<file path="src/pdps_pkg.sv">
/*
  Constants for the pad pull-down and power-save register bank: register
  addresses, field positions, reset values and timing counts.
  Assumes a 16-bit register port with byte addresses on a 20 MHz clock.
*/
package pdps_pkg;

  localparam int unsigned DATA_W = 16;
  localparam int unsigned ADDR_W = 16;

  //////////////////////////////////////////////////////////////////////////////
  // register addresses
  localparam logic [15:0] ADDR_RSVD_GAP   = 16'h0466;
  localparam logic [15:0] ADDR_PORT_PD    = 16'h0468;
  localparam logic [15:0] ADDR_MEM_PD_LO  = 16'h046a;
  localparam logic [15:0] ADDR_MEM_PD_HI  = 16'h046c;
  localparam logic [15:0] ADDR_STRAP_PD   = 16'h046e;
  localparam logic [15:0] ADDR_PWR_SAVE   = 16'h0470;
  localparam logic [15:0] ADDR_BTO_CTRL   = 16'h0472;
  localparam logic [15:0] ADDR_IRQ_STATUS = 16'h0480;
  localparam logic [15:0] ADDR_IRQ_MASK   = 16'h0482;
  localparam logic [15:0] ADDR_STRAP_VAL  = 16'h0484;

  //////////////////////////////////////////////////////////////////////////////
  // field positions and widths
  localparam int unsigned HI_PORT_LSB   = 8;
  localparam int unsigned HI_PORT_W     = 6;
  localparam int unsigned LO_PORT_LSB   = 0;
  localparam int unsigned LO_PORT_W     = 5;
  localparam int unsigned MEM_DQ_W      = 32;
  localparam int unsigned STRAP_W       = 9;
  localparam int unsigned PWR_SAVE_BIT  = 0;
  localparam int unsigned BTO_DIS_BIT   = 0;
  localparam int unsigned BTO_IRQ_DIS_BIT = 1;
  localparam int unsigned BTO_FLAG_BIT  = 2;
  localparam int unsigned IRQ_W         = 2;
  localparam int unsigned IRQ_BTO_BIT   = 0;
  localparam int unsigned IRQ_PWR_BIT   = 1;

  //////////////////////////////////////////////////////////////////////////////
  // values after reset
  localparam logic [15:0] RST_PD_CTRL     = 16'h0000;
  localparam logic        RST_PWR_SAVE    = 1'h1;
  localparam logic        RST_BTO_DIS     = 1'h1;
  localparam logic        RST_BTO_IRQ_DIS = 1'h0;
  localparam logic [1:0]  RST_IRQ         = 2'h0;

  //////////////////////////////////////////////////////////////////////////////
  // timing
  localparam int unsigned CLK_PERIOD_NS   = 50;
  localparam int unsigned BTO_TIME_NS     = 12800;
  localparam int unsigned BTO_CYCLES      = BTO_TIME_NS / CLK_PERIOD_NS;
  localparam int unsigned STRAP_SETTLE_CYC = 4;

endpackage : pdps_pkg

</file>
<file path="src/pdps_strap_if.sv">
/*
  Interface carrying the latched configuration strap value from the strap
  latch to the register bank.
  Assumes both ends run on the same clock.
*/
`timescale 1ns/10ps
interface pdps_strap_if #(parameter int unsigned W = 9);
  logic [W-1:0] strap_val;
  logic         strap_valid;

  modport prod (output strap_val, output strap_valid);
  modport cons (input strap_val, input strap_valid);
endinterface : pdps_strap_if

</file>
<file path="src/pdps_strap_latch.sv">
/*
  Configuration strap latch: synchronises the strap pins and freezes their
  level once, shortly after reset release.
  Assumes the straps are steady around reset release.
*/
`timescale 1ns/10ps
module pdps_strap_latch
  import pdps_pkg::*;
#(
  parameter int unsigned W = STRAP_W
) (
  input  wire logic         clock_i,     // register clock
  input  wire logic         rst_n_i,     // async reset, active low
  input  wire logic [W-1:0] strap_pins_i, // raw strap pin levels
  pdps_strap_if.prod        sif          // latched value out
);

  logic [W-1:0] sync1_reg, sync2_reg, sync3_reg;
  logic [W-1:0] val_reg, val_next;
  logic         valid_reg, valid_next;
  logic [2:0]   settle_reg, settle_next;
  logic [W-1:0] agree;

  // three-stage synchroniser per pin; only stage two reads stage one
  for (genvar i = 0; i < W; i++) begin : g_sync
    always_ff @(posedge clock_i or negedge rst_n_i) begin
      if (!rst_n_i) begin
        sync1_reg[i] <= 1'b0;
        sync2_reg[i] <= 1'b0;
        sync3_reg[i] <= 1'b0;
      end else begin
        sync1_reg[i] <= strap_pins_i[i];
        sync2_reg[i] <= sync1_reg[i];
        sync3_reg[i] <= sync2_reg[i];
      end
    end
    assign agree[i] = (sync2_reg[i] == sync3_reg[i]);
  end

  // captured once; later pull-down changes cannot disturb it
  always_comb begin
    settle_next = settle_reg;
    val_next    = val_reg;
    valid_next  = valid_reg;
    if (!valid_reg) begin
      if (settle_reg != 3'(STRAP_SETTLE_CYC)) begin
        settle_next = settle_reg + 3'h1;
      end else if (&agree) begin
        val_next   = sync3_reg;
        valid_next = 1'b1;
      end
    end
  end

  always_ff @(posedge clock_i or negedge rst_n_i) begin
    if (!rst_n_i) begin
      settle_reg <= 3'h0;
      val_reg    <= '0;
      valid_reg  <= 1'b0;
    end else begin
      settle_reg <= settle_next;
      val_reg    <= val_next;
      valid_reg  <= valid_next;
    end
  end

  assign sif.strap_val   = val_reg;
  assign sif.strap_valid = valid_reg;
endmodule // pdps_strap_latch

</file>
<file path="src/pdps_regs.sv">
/*
  Pad pull-down, power-save and bus time-out register bank. Holds the
  pull-down controls of the port groups, memory data lines and strap pins,
  the power-save switch and the bus time-out reset controls.
  Assumes a single-cycle register port with read data one cycle later,
  and a host interface that raises host_access_pending_i while an access
  waits on the internal bus.
*/
// Decided for this implementation: the plain strobed port.
`timescale 1ns/10ps
module pdps_regs
  import pdps_pkg::*;
#(
  parameter int unsigned BTO_CNT = BTO_CYCLES
) (
  input  wire logic                 clock_i,                   // register clock
  input  wire logic                 rst_n_i,                   // async reset, active low
  input  wire logic [ADDR_W-1:0]    addr_i,                    // register byte address
  input  wire logic [DATA_W-1:0]    wr_data_i,                 // write data
  input  wire logic                 wr_en_i,                   // write strobe
  input  wire logic                 rd_en_i,                   // read strobe
  output logic      [DATA_W-1:0]    rd_data_o,                 // read data, next cycle
  input  wire logic                 host_access_pending_i,     // host access waiting
  input  wire logic [STRAP_W-1:0]   config_strap_pins_i,       // strap pin levels
  output logic [HI_PORT_W-1:0]      high_port_group_pd_en_o,   // pull-down on
  output logic [LO_PORT_W-1:0]      second_port_group_pd_en_o, // pull-down on
  output logic [MEM_DQ_W-1:0]       memory_data_lines_pd_en_o, // pull-down on
  output logic [STRAP_W-1:0]        config_strap_pins_pd_en_o, // pull-down on
  output logic                      io_clk_en_o,               // I/O clock enable
  output logic                      chip_reset_o,              // whole-device reset
  output logic [STRAP_W-1:0]        config_strap_o,            // latched straps
  output logic                      config_strap_valid_o,      // straps latched
  output logic                      irq_o                      // level interrupt
);

  localparam int unsigned CNT_W = $clog2(BTO_CNT + 1);

  //////////////////////////////////////////////////////////////////////////////
  // strap latch

  pdps_strap_if #(.W(STRAP_W)) strap_if ();

  pdps_strap_latch #(.W(STRAP_W)) u_strap_latch (
    .clock_i      (clock_i),
    .rst_n_i      (rst_n_i),
    .strap_pins_i (config_strap_pins_i),
    .sif          (strap_if.prod)
  );

  //////////////////////////////////////////////////////////////////////////////
  // register state

  logic [HI_PORT_W-1:0] port_hi_reg, port_hi_next;
  logic [LO_PORT_W-1:0] port_lo_reg, port_lo_next;
  logic [MEM_DQ_W-1:0]  mem_reg, mem_next;
  logic [STRAP_W-1:0]   strap_pd_reg, strap_pd_next;
  logic                 pwr_save_reg, pwr_save_next;
  logic                 bto_dis_reg, bto_dis_next;
  logic                 bto_irq_dis_reg, bto_irq_dis_next;
  logic                 bto_flag_reg, bto_flag_next;
  logic [IRQ_W-1:0]     irq_stat_reg, irq_stat_next;
  logic [IRQ_W-1:0]     irq_mask_reg, irq_mask_next;

  logic wr_port, wr_mem_lo, wr_mem_hi, wr_strap, wr_pwr, wr_bto, wr_mask;
  logic rd_stat;
  logic bto_evt, pwr_evt;
  logic [IRQ_W-1:0] irq_evt;

  // the reserved gap at ADDR_RSVD_GAP decodes to nothing, so writes vanish
  assign wr_port   = wr_en_i && (addr_i == ADDR_PORT_PD);
  assign wr_mem_lo = wr_en_i && (addr_i == ADDR_MEM_PD_LO);
  assign wr_mem_hi = wr_en_i && (addr_i == ADDR_MEM_PD_HI);
  assign wr_strap  = wr_en_i && (addr_i == ADDR_STRAP_PD);
  assign wr_pwr    = wr_en_i && (addr_i == ADDR_PWR_SAVE);
  assign wr_bto    = wr_en_i && (addr_i == ADDR_BTO_CTRL);
  assign wr_mask   = wr_en_i && (addr_i == ADDR_IRQ_MASK);
  assign rd_stat   = rd_en_i && (addr_i == ADDR_IRQ_STATUS);

  // entering power save is reported so software can see it took effect
  assign pwr_evt = wr_pwr && wr_data_i[PWR_SAVE_BIT] && !pwr_save_reg;

  always_comb begin
    port_hi_next     = port_hi_reg;
    port_lo_next     = port_lo_reg;
    mem_next         = mem_reg;
    strap_pd_next    = strap_pd_reg;
    pwr_save_next    = pwr_save_reg;
    bto_dis_next     = bto_dis_reg;
    bto_irq_dis_next = bto_irq_dis_reg;
    irq_mask_next    = irq_mask_reg;
    if (wr_port) begin
      port_hi_next = wr_data_i[HI_PORT_LSB +: HI_PORT_W];
      port_lo_next = wr_data_i[LO_PORT_LSB +: LO_PORT_W];
    end
    if (wr_mem_lo) begin
      mem_next[15:0] = wr_data_i;
    end
    if (wr_mem_hi) begin
      mem_next[31:16] = wr_data_i;
    end
    if (wr_strap) begin
      strap_pd_next = wr_data_i[STRAP_W-1:0];
    end
    if (wr_pwr) begin
      pwr_save_next = wr_data_i[PWR_SAVE_BIT];
    end
    if (wr_bto) begin
      bto_dis_next     = wr_data_i[BTO_DIS_BIT];
      bto_irq_dis_next = wr_data_i[BTO_IRQ_DIS_BIT];
    end
    if (wr_mask) begin
      irq_mask_next = wr_data_i[IRQ_W-1:0];
    end
  end

  always_ff @(posedge clock_i or negedge rst_n_i) begin
    if (!rst_n_i) begin
      port_hi_reg     <= RST_PD_CTRL[HI_PORT_LSB +: HI_PORT_W];
      port_lo_reg     <= RST_PD_CTRL[LO_PORT_LSB +: LO_PORT_W];
      mem_reg         <= {RST_PD_CTRL, RST_PD_CTRL};
      strap_pd_reg    <= RST_PD_CTRL[STRAP_W-1:0];
      pwr_save_reg    <= RST_PWR_SAVE;
      bto_dis_reg     <= RST_BTO_DIS;
      bto_irq_dis_reg <= RST_BTO_IRQ_DIS;
      irq_mask_reg    <= RST_IRQ;
    end else begin
      port_hi_reg     <= port_hi_next;
      port_lo_reg     <= port_lo_next;
      mem_reg         <= mem_next;
      strap_pd_reg    <= strap_pd_next;
      pwr_save_reg    <= pwr_save_next;
      bto_dis_reg     <= bto_dis_next;
      bto_irq_dis_reg <= bto_irq_dis_next;
      irq_mask_reg    <= irq_mask_next;
    end
  end

  // a 0 bit leaves the pull-down on
  assign high_port_group_pd_en_o   = ~port_hi_reg;
  assign second_port_group_pd_en_o = ~port_lo_reg;
  assign memory_data_lines_pd_en_o = ~mem_reg;
  assign config_strap_pins_pd_en_o = ~strap_pd_reg;

  // only I/O clocks stop; this bank stays on the host bus clock
  assign io_clk_en_o = !pwr_save_reg;

  //////////////////////////////////////////////////////////////////////////////
  // bus time-out watchdog

  logic [CNT_W-1:0] bto_cnt_reg, bto_cnt_next;
  logic             chip_rst_reg, chip_rst_next;

  assign bto_evt = host_access_pending_i && (bto_cnt_reg == CNT_W'(BTO_CNT - 1));

  always_comb begin
    bto_cnt_next  = '0;
    if (host_access_pending_i && !bto_evt) begin
      bto_cnt_next = bto_cnt_reg + CNT_W'(1);
    end
    chip_rst_next = bto_evt && !bto_dis_reg;
    bto_flag_next = bto_flag_reg;
    if (wr_bto && wr_data_i[BTO_IRQ_DIS_BIT]) begin
      bto_flag_next = 1'b0;
    end
    // a time-out in the clearing cycle is kept
    if (bto_evt && !bto_dis_reg && !bto_irq_dis_reg) begin
      bto_flag_next = 1'b1;
    end
  end

  always_ff @(posedge clock_i or negedge rst_n_i) begin
    if (!rst_n_i) begin
      bto_cnt_reg  <= '0;
      chip_rst_reg <= 1'b0;
      bto_flag_reg <= 1'b0;
    end else begin
      bto_cnt_reg  <= bto_cnt_next;
      chip_rst_reg <= chip_rst_next;
      bto_flag_reg <= bto_flag_next;
    end
  end

  assign chip_reset_o = chip_rst_reg;

  //////////////////////////////////////////////////////////////////////////////
  // interrupt status, cleared by reading it

  always_comb begin
    irq_evt              = '0;
    irq_evt[IRQ_BTO_BIT] = bto_evt && !bto_dis_reg && !bto_irq_dis_reg;
    irq_evt[IRQ_PWR_BIT] = pwr_evt;
    irq_stat_next = rd_stat ? irq_evt : (irq_stat_reg | irq_evt);
  end

  always_ff @(posedge clock_i or negedge rst_n_i) begin
    if (!rst_n_i) begin
      irq_stat_reg <= RST_IRQ;
    end else begin
      irq_stat_reg <= irq_stat_next;
    end
  end

  assign irq_o = |(irq_stat_reg & irq_mask_reg);

  //////////////////////////////////////////////////////////////////////////////
  // read path

  logic [DATA_W-1:0] rd_mux, rd_data_reg, rd_data_next;

  always_comb begin
    rd_mux = '0;
    case (addr_i)
      ADDR_PORT_PD: begin
        rd_mux[HI_PORT_LSB +: HI_PORT_W] = port_hi_reg;
        rd_mux[LO_PORT_LSB +: LO_PORT_W] = port_lo_reg;
      end
      ADDR_MEM_PD_LO:  rd_mux = mem_reg[15:0];
      ADDR_MEM_PD_HI:  rd_mux = mem_reg[31:16];
      ADDR_STRAP_PD:   rd_mux[STRAP_W-1:0] = strap_pd_reg;
      ADDR_PWR_SAVE:   rd_mux[PWR_SAVE_BIT] = pwr_save_reg;
      ADDR_BTO_CTRL: begin
        rd_mux[BTO_DIS_BIT]     = bto_dis_reg;
        rd_mux[BTO_IRQ_DIS_BIT] = bto_irq_dis_reg;
        rd_mux[BTO_FLAG_BIT]    = bto_flag_reg;
      end
      ADDR_IRQ_STATUS: rd_mux[IRQ_W-1:0] = irq_stat_reg;
      ADDR_IRQ_MASK:   rd_mux[IRQ_W-1:0] = irq_mask_reg;
      ADDR_STRAP_VAL: begin
        rd_mux[STRAP_W-1:0] = strap_if.strap_val;
        rd_mux[DATA_W-1]    = strap_if.strap_valid;
      end
      default:         rd_mux = '0;
    endcase
    rd_data_next = rd_en_i ? rd_mux : '0;
  end

  always_ff @(posedge clock_i or negedge rst_n_i) begin
    if (!rst_n_i) begin
      rd_data_reg <= '0;
    end else begin
      rd_data_reg <= rd_data_next;
    end
  end

  assign rd_data_o            = rd_data_reg;
  assign config_strap_o       = strap_if.strap_val;
  assign config_strap_valid_o = strap_if.strap_valid;
endmodule // pdps_regs

</file>
<file path="config.mk">
export PLATFORM = sky130hd
export DESIGN_NAME = pdps_regs
export DESIGN_NICKNAME = d
export VERILOG_FILES = /design/src/pdps_pkg.sv /design/src/pdps_strap_if.sv /design/src/pdps_strap_latch.sv /design/src/pdps_regs.sv
export SDC_FILE = /design/constraint.sdc
export NUM_CORES = 1
export LEC_CHECK = 0
export ABC_CLOCK_PERIOD_IN_PS = 3600
export BUFFER_PORTS_ARGS = -buffer_cell sky130_fd_sc_hd__buf_2
export CORE_MARGIN = 2
export CORE_UTILIZATION = 44
export DETAILED_ROUTE_END_ITERATION = 12
export PLACE_DENSITY_LB_ADDON = 0.12
export SKIP_LAST_GASP = 1
export SLEW_MARGIN = 20
export SYNTH_ARGS = -nofsm -noshare
export SYNTH_HDL_FRONTEND = slang
export SYNTH_SLANG_ARGS = --single-unit
</file>
<file path="constraint.sdc">
create_clock -name clock_i -period 3.6 [get_ports clock_i]
set_input_delay 0.36 -clock clock_i [delete_from_list [all_inputs] [get_ports clock_i]]
set_output_delay 0.36 -clock clock_i [all_outputs]
set_load 0.01 [all_outputs]
</file>
* Word-level counts from Yosys, hierarchy flattened *
Cells that the tools add are included.

cells by class
  bitwise gates (word level) = 8
  reduce and logical (&&, ||, !) cells = 24
  muxes and demuxes = 17
  equal/unequal tests = 20
  add/subtract/negate cells = 2

operators by type and width
  kind                                              count
  == test 16 x 11 -> 1 bit (second input constant)  9
  inverter 32 bit                                   1
  two-way mux 16 bit                                1
  logical AND 1 bit                                 15
  one-hot mux 5 bit (3 select lines)                1
  one-hot mux 3 bit (4 select lines)                1
  AND reduction 11 bit                              1
  one-hot mux 2 bit (5 select lines)                1
  adder 9 x 1 -> 9 bit (second input constant)      1
  == test 1 bit                                     9
  == test 9 x 8 -> 1 bit (second input constant)    1
  two-way mux 9 bit                                 1
  inverter 9 bit                                    1
  one-hot mux 1 bit (9 select lines)                1
  AND reduction 9 bit                               1
  one-hot mux 1 bit (8 select lines)                1
  inverter 6 bit                                    1
  one-hot mux 1 bit (6 select lines)                1
  two-way mux 1 bit                                 5
  inverter 5 bit                                    1
  one-hot mux 1 bit (5 select lines)                1
  logical NOT 1 bit                                 4
  adder 3 x 1 -> 3 bit (second input constant)      1
  != test 3 bit (second input constant)             1
  other kinds (9)                                   10

storage, ports and cells
  input bits = 46
  word-level logic and storage cells = 115
  output and inout bits = 81
  bits in registers = 126

* Depth between registers and ports, before layout *
  word-level depth = 6
  depth in mapped cells = 7
  mapped depth without buffers = 7

* By module *
From an unflattened synthesis, not the netlist that was laid out.

unflattened totals
  cells, all modules = 420
  area, all modules = 5,363.9 sq um

modules (own cells, without submodules)
  module            seq. area each (sq um)  area an instance (sq um)  cells each  times used
  pdps_regs         2,154.6                 4,060.1                   345         1
  pdps_strap_latch  1,001.0                 1,303.8                   75          1

* Worst setup path after synthesis *
Ideal clock, no wire load.

  path kind = input-to-reg
  from = in addr_i[9]
  to = reg mem_reg[22]
  data required time = 3.475 ns
  cell stages on the path = 7
  arrival time = 2.504 ns
  path buffers = 2
  setup slack = 0.971 ns
  library setup time = 0.125 ns
  cells stage by stage = or4b_4 > or4b_1 > buf_2 > nor3_4 > nand2_4 > buf_6 > mux2_4

on the way
  word-level cells in the longest chain between the ends = 2

RTL lines
  what                      RTL line          text
  start: declaration        pdps_regs.sv:18   input wire logic [ADDR_W-1:0] addr_i,
  == test 16 x 11 -> 1 bit  pdps_regs.sv:72   assign wr_mem_hi = wr_en_i && (addr_i == ADDR_MEM_PD_HI);
  logical AND 1 bit         pdps_regs.sv:72
  end signal: assignment    pdps_regs.sv:120  mem_reg <= {RST_PD_CTRL, RST_PD_CTRL};
  end signal: assignment    pdps_regs.sv:129  mem_reg <= mem_next;
  end: declaration          pdps_regs.sv:55   logic [MEM_DQ_W-1:0] mem_reg, mem_next;

No other way between the ends.
A chain may end at the register's enable or synchronous reset.

* Worst setup path after layout *
  from = in addr_i[9]
  to = reg mem_reg[9]

on the way
  word-level cells in the longest chain between the ends = 2

RTL lines
  what                      RTL line         text
  == test 16 x 11 -> 1 bit  pdps_regs.sv:71  assign wr_mem_lo = wr_en_i && (addr_i == ADDR_MEM_PD_LO);
  logical AND 1 bit         pdps_regs.sv:71

No other way between the ends.

==> key figures <==
Run status
  – Status: completed

Floorplanning
  – # IOs: 127
  – Die Area: 0.0130 mm^2
  – Initial Utilization: 0.448
  – Die Width: 114 um
  – Die height: 114 um
  – Num rows: 40
  – Core Area: 0.0119 mm^2

CTS
  – CTS H-tree depth: 4
  – # clock sinks: 126
  – CTS tree: built
  – Post_cts resized: 0
  – Clock transition at path regs: 60 ps
  – CTS Root Cell: clkbuf_16
  – # Post-CTS Setup Buffers: 0
  – CTS max path bufs: 2
  – Cts hold-fix bufs: 0
  – CTS Buf Count: 17
  – Skew-Pair Late Insertion Delay: 410 ps

Finish
  – Utilization after layout: 0.571
  – Layout cells sized above 1: 0.428
  – Antenna diodes: 0
  – Area Growth Syn to Fin: 27.3%
  – Non-filler instance count after layout: 712
  – Largest register FFs: 32
  – Nets: 602

Setup path
  – Critical Path AT: 2990 ps
  – CP Launch Type: primary input
  – Crit path max fanout: 16
  – Worst Path Required: 3890 ps
  – Worst stage delay on the critical path: 700 ps
  – Reg2reg path depth: 5
  – Worst Setup SP: addr_i[9]
  – Top Family by Delay on Critical Path: simple AND/OR/NAND/NOR gates
  – Crit. End Element: flip-flop
  – Setup CP Type: in2reg
  – Slowest-stage cell, CP: or4b_1
  – R2r startpoint: u_strap_latch.sync3_reg[4]
  – Cell Chain, Critical Path: buf_2 > or4b_4 > or4b_1 > nor3_4 > nand2_4 > mux2_4
  – Worst Path Buf+Inv: 1
  – Reg2reg end: u_strap_latch.sif.strap_val[3]
  – R2r setup slk: 1440 ps

Logic synthesis
  – Number of synthesized flops with an enable pin: 0
  – Asr flop ratio synth: 1.00
  – Yosys warns: 0
  – Share of the yosys chip area belonging to registers: 0.591
  – Post-synth top flop: dfrtp_1
  – Flops & latches, synth: 126
  – Mean Syn Cell Area: 12.8 um^2
  – Gate Count Post-Synth: 416
  – Post-Syn Area: 0.00534 mm^2
  – Library cells used by synthesis: 49
  – Syn_nets: 466

STA
  – Final-report hold violation count: 0
  – Total negative setup slack: 0 ps
  – Worst-case clock skew: 9.84 ps
  – Relative max-transition margin: 0.469
  – Worst Tran Pin Value: 796 ps
  – Final worst slack: 902 ps
  – Slew Viols, Final: 0
  – Tcrit/Tclk final: 0.749
  – Final setup fails: 0
  – RSZ-0062 raised after global routing: false
  – Max Freq: 371 MHz
  – Period minus WS final: 2700 ps

Global route
  – Initial antenna violation count: 0
  – Vias in the first global route: 3,678
  – First-pass GRT wire length: 19,500 um
  – Gr ovfl total: 0
  – Total track usage: 0.198
  – Maximum number of pins on one net before global-route repair: 67

Place
  – Final HPWL DP: 8630 um
  – Cells after DPL: 680
  – Buffers on Ports: 126
  – Setup WS pre-CTS: 487 ps
  – GP Congestion: 0.818

Power
  – P per Cell Area: 512 mW/mm^2
  – Design Power: 3.48 mW
  – Max IR drop VDD: 0.264 mV
  – Pleak: 3.30 nW

Route
  – Vias post-DR: 3,747
  – Overall routed net length: 12,300 um
  – Iter 0 DRT Violations: 288
  – Detailed Routing Iterations Pass 1: 6
  – DRT antenna net count: 0
  – Vias per cell: 5.26
  – # DRC: 0
  – WL/cell: 17.3 um

Hold path
  – Worst Hold Class: in2async

Run
  – Max Cap Viol: 0
per-stage QoR:
| stage | hold slack (ps) | cell area, um^2 |
|---|---|---|
| after detailed placement | 335 | 6140 |
| after CTS | 36.8 | 6800 |
| after global placement | 332 | 6140 |
| after floorplan | 64.4 | 5340 |
| after global routing | 36.8 | 6800 |
| final | 22.1 | 6800 |
worst reg2reg max path, cell delays in order, from the launching register on:
cell	delay, ps
dfrtp_1	380
xor2_1	160
nor4_1	370
nand3_1	150
nor2_1	580
mux2_2	410
metal layers:
layer  up-vias  track usage  part of all wire  wire, um
met4         0       0.0902             0.022       268
met2       152        0.303              0.47      5830
met5         -            0                 0         0
met3        20       0.0513             0.064       793
met1      1847        0.268              0.44      5430
li1       1728            -                 -         -
where the power goes:
part           leakage [nW]  internal [mW]  total, mW  switching (mW)
Clock                 0.310           1.25       1.88           0.635
Combinational          1.31         0.0483      0.125          0.0764
Sequential             1.68           1.45       1.47          0.0228
worst max path at each step:
stage               slack, ps  cells after the start          end
floorplan                 970                      7  mem_reg[22]
global placement          520                      6   mem_reg[6]
detailed placement        490                      6   mem_reg[9]
CTS                       920                      6   mem_reg[9]
global route              760                      6   mem_reg[7]
finish                    900                      6   mem_reg[9]
layout by cell type, fill, tap and decap left out, types with 3 or more instances in the layout:
cell type | synthesis | layout
dfrtp_1 | 124 | 124
nor4b_1 | 3 | 3
clkbuf_16 | 0 | 17
inv_1 | 59 | 59
a22oi_1 | 6 | 6
nor4_1 | 5 | 5
and3_1 | 9 | 9
nor2b_1 | 3 | 3
nand3_1 | 6 | 6
mux2_2 | 45 | 45
clkinv_4 | 0 | 3
ha_1 | 4 | 4
xnor2_1 | 5 | 5
clkinvlp_4 | 0 | 3
xor2_1 | 11 | 11
o21ai_0 | 7 | 7
bufinv_16 | 0 | 5
nand2_1 | 14 | 14
buf_2 | 4 | 125
buf_4 | 0 | 6
mux2_4 | 20 | 20
a222oi_1 | 15 | 15
a21oi_1 | 8 | 8
nor2_1 | 18 | 18
synth_stat cells, types with 2 or more instances:
library cell  number  area (um^2)
buf_6              2         22.5
a21oi_1            8         40.0
a31oi_1            2         12.5
a21boi_0           2         15.0
clkbuf_1           9         33.8
or4b_2             2         20.0
inv_1             59          221
nor2_1            18         67.6
or2_2              2         12.5
nand2_1           14         52.6
nor4b_1            3         26.3
a211oi_1           2         15.0
o21ai_0            7         35.0
buf_2              4         20.0
dfstp_2            2         52.6
nor4_1             5         31.3
xnor2_1            5         43.8
nand3_1            6         30.0
mux2_2            45          507
ha_1               4         50.1
nor2b_1            3         18.8
nor3_4             2         32.5
xor2_1            11         96.3
a22oi_1            6         45.0
a22o_1             2         17.5
mux2i_1            2         20.0
a222oi_1          15          150
dfrtp_1          124         3100
nand2_4            2         22.5
mux2_4            20          300
and3_1             9         56.3
or4_1              2         15.0
layout make-up:
cell class	count	area (um^2)
timing repair buffer	132	691
tap	147	184
fill	1021	5110
inverter	59	221
clock inverter	13	213
sequential	126	3160
clock buffer	19	443
multi-input combinational	216	1890
kinds of logic (layout without fill, tap and decap cells):
family	count (synthesis)	in the layout	synth area share
flops	126	126	0.591
simple gates	80	80	0.0921
buf+inv	74	223	0.0558
compound gates	49	49	0.0703
fa+ha+maj	4	4	0.00938
xor+xnor	16	16	0.0263
mux	67	67	0.155
No activity file was read; power rests on OpenSTA's default activity.
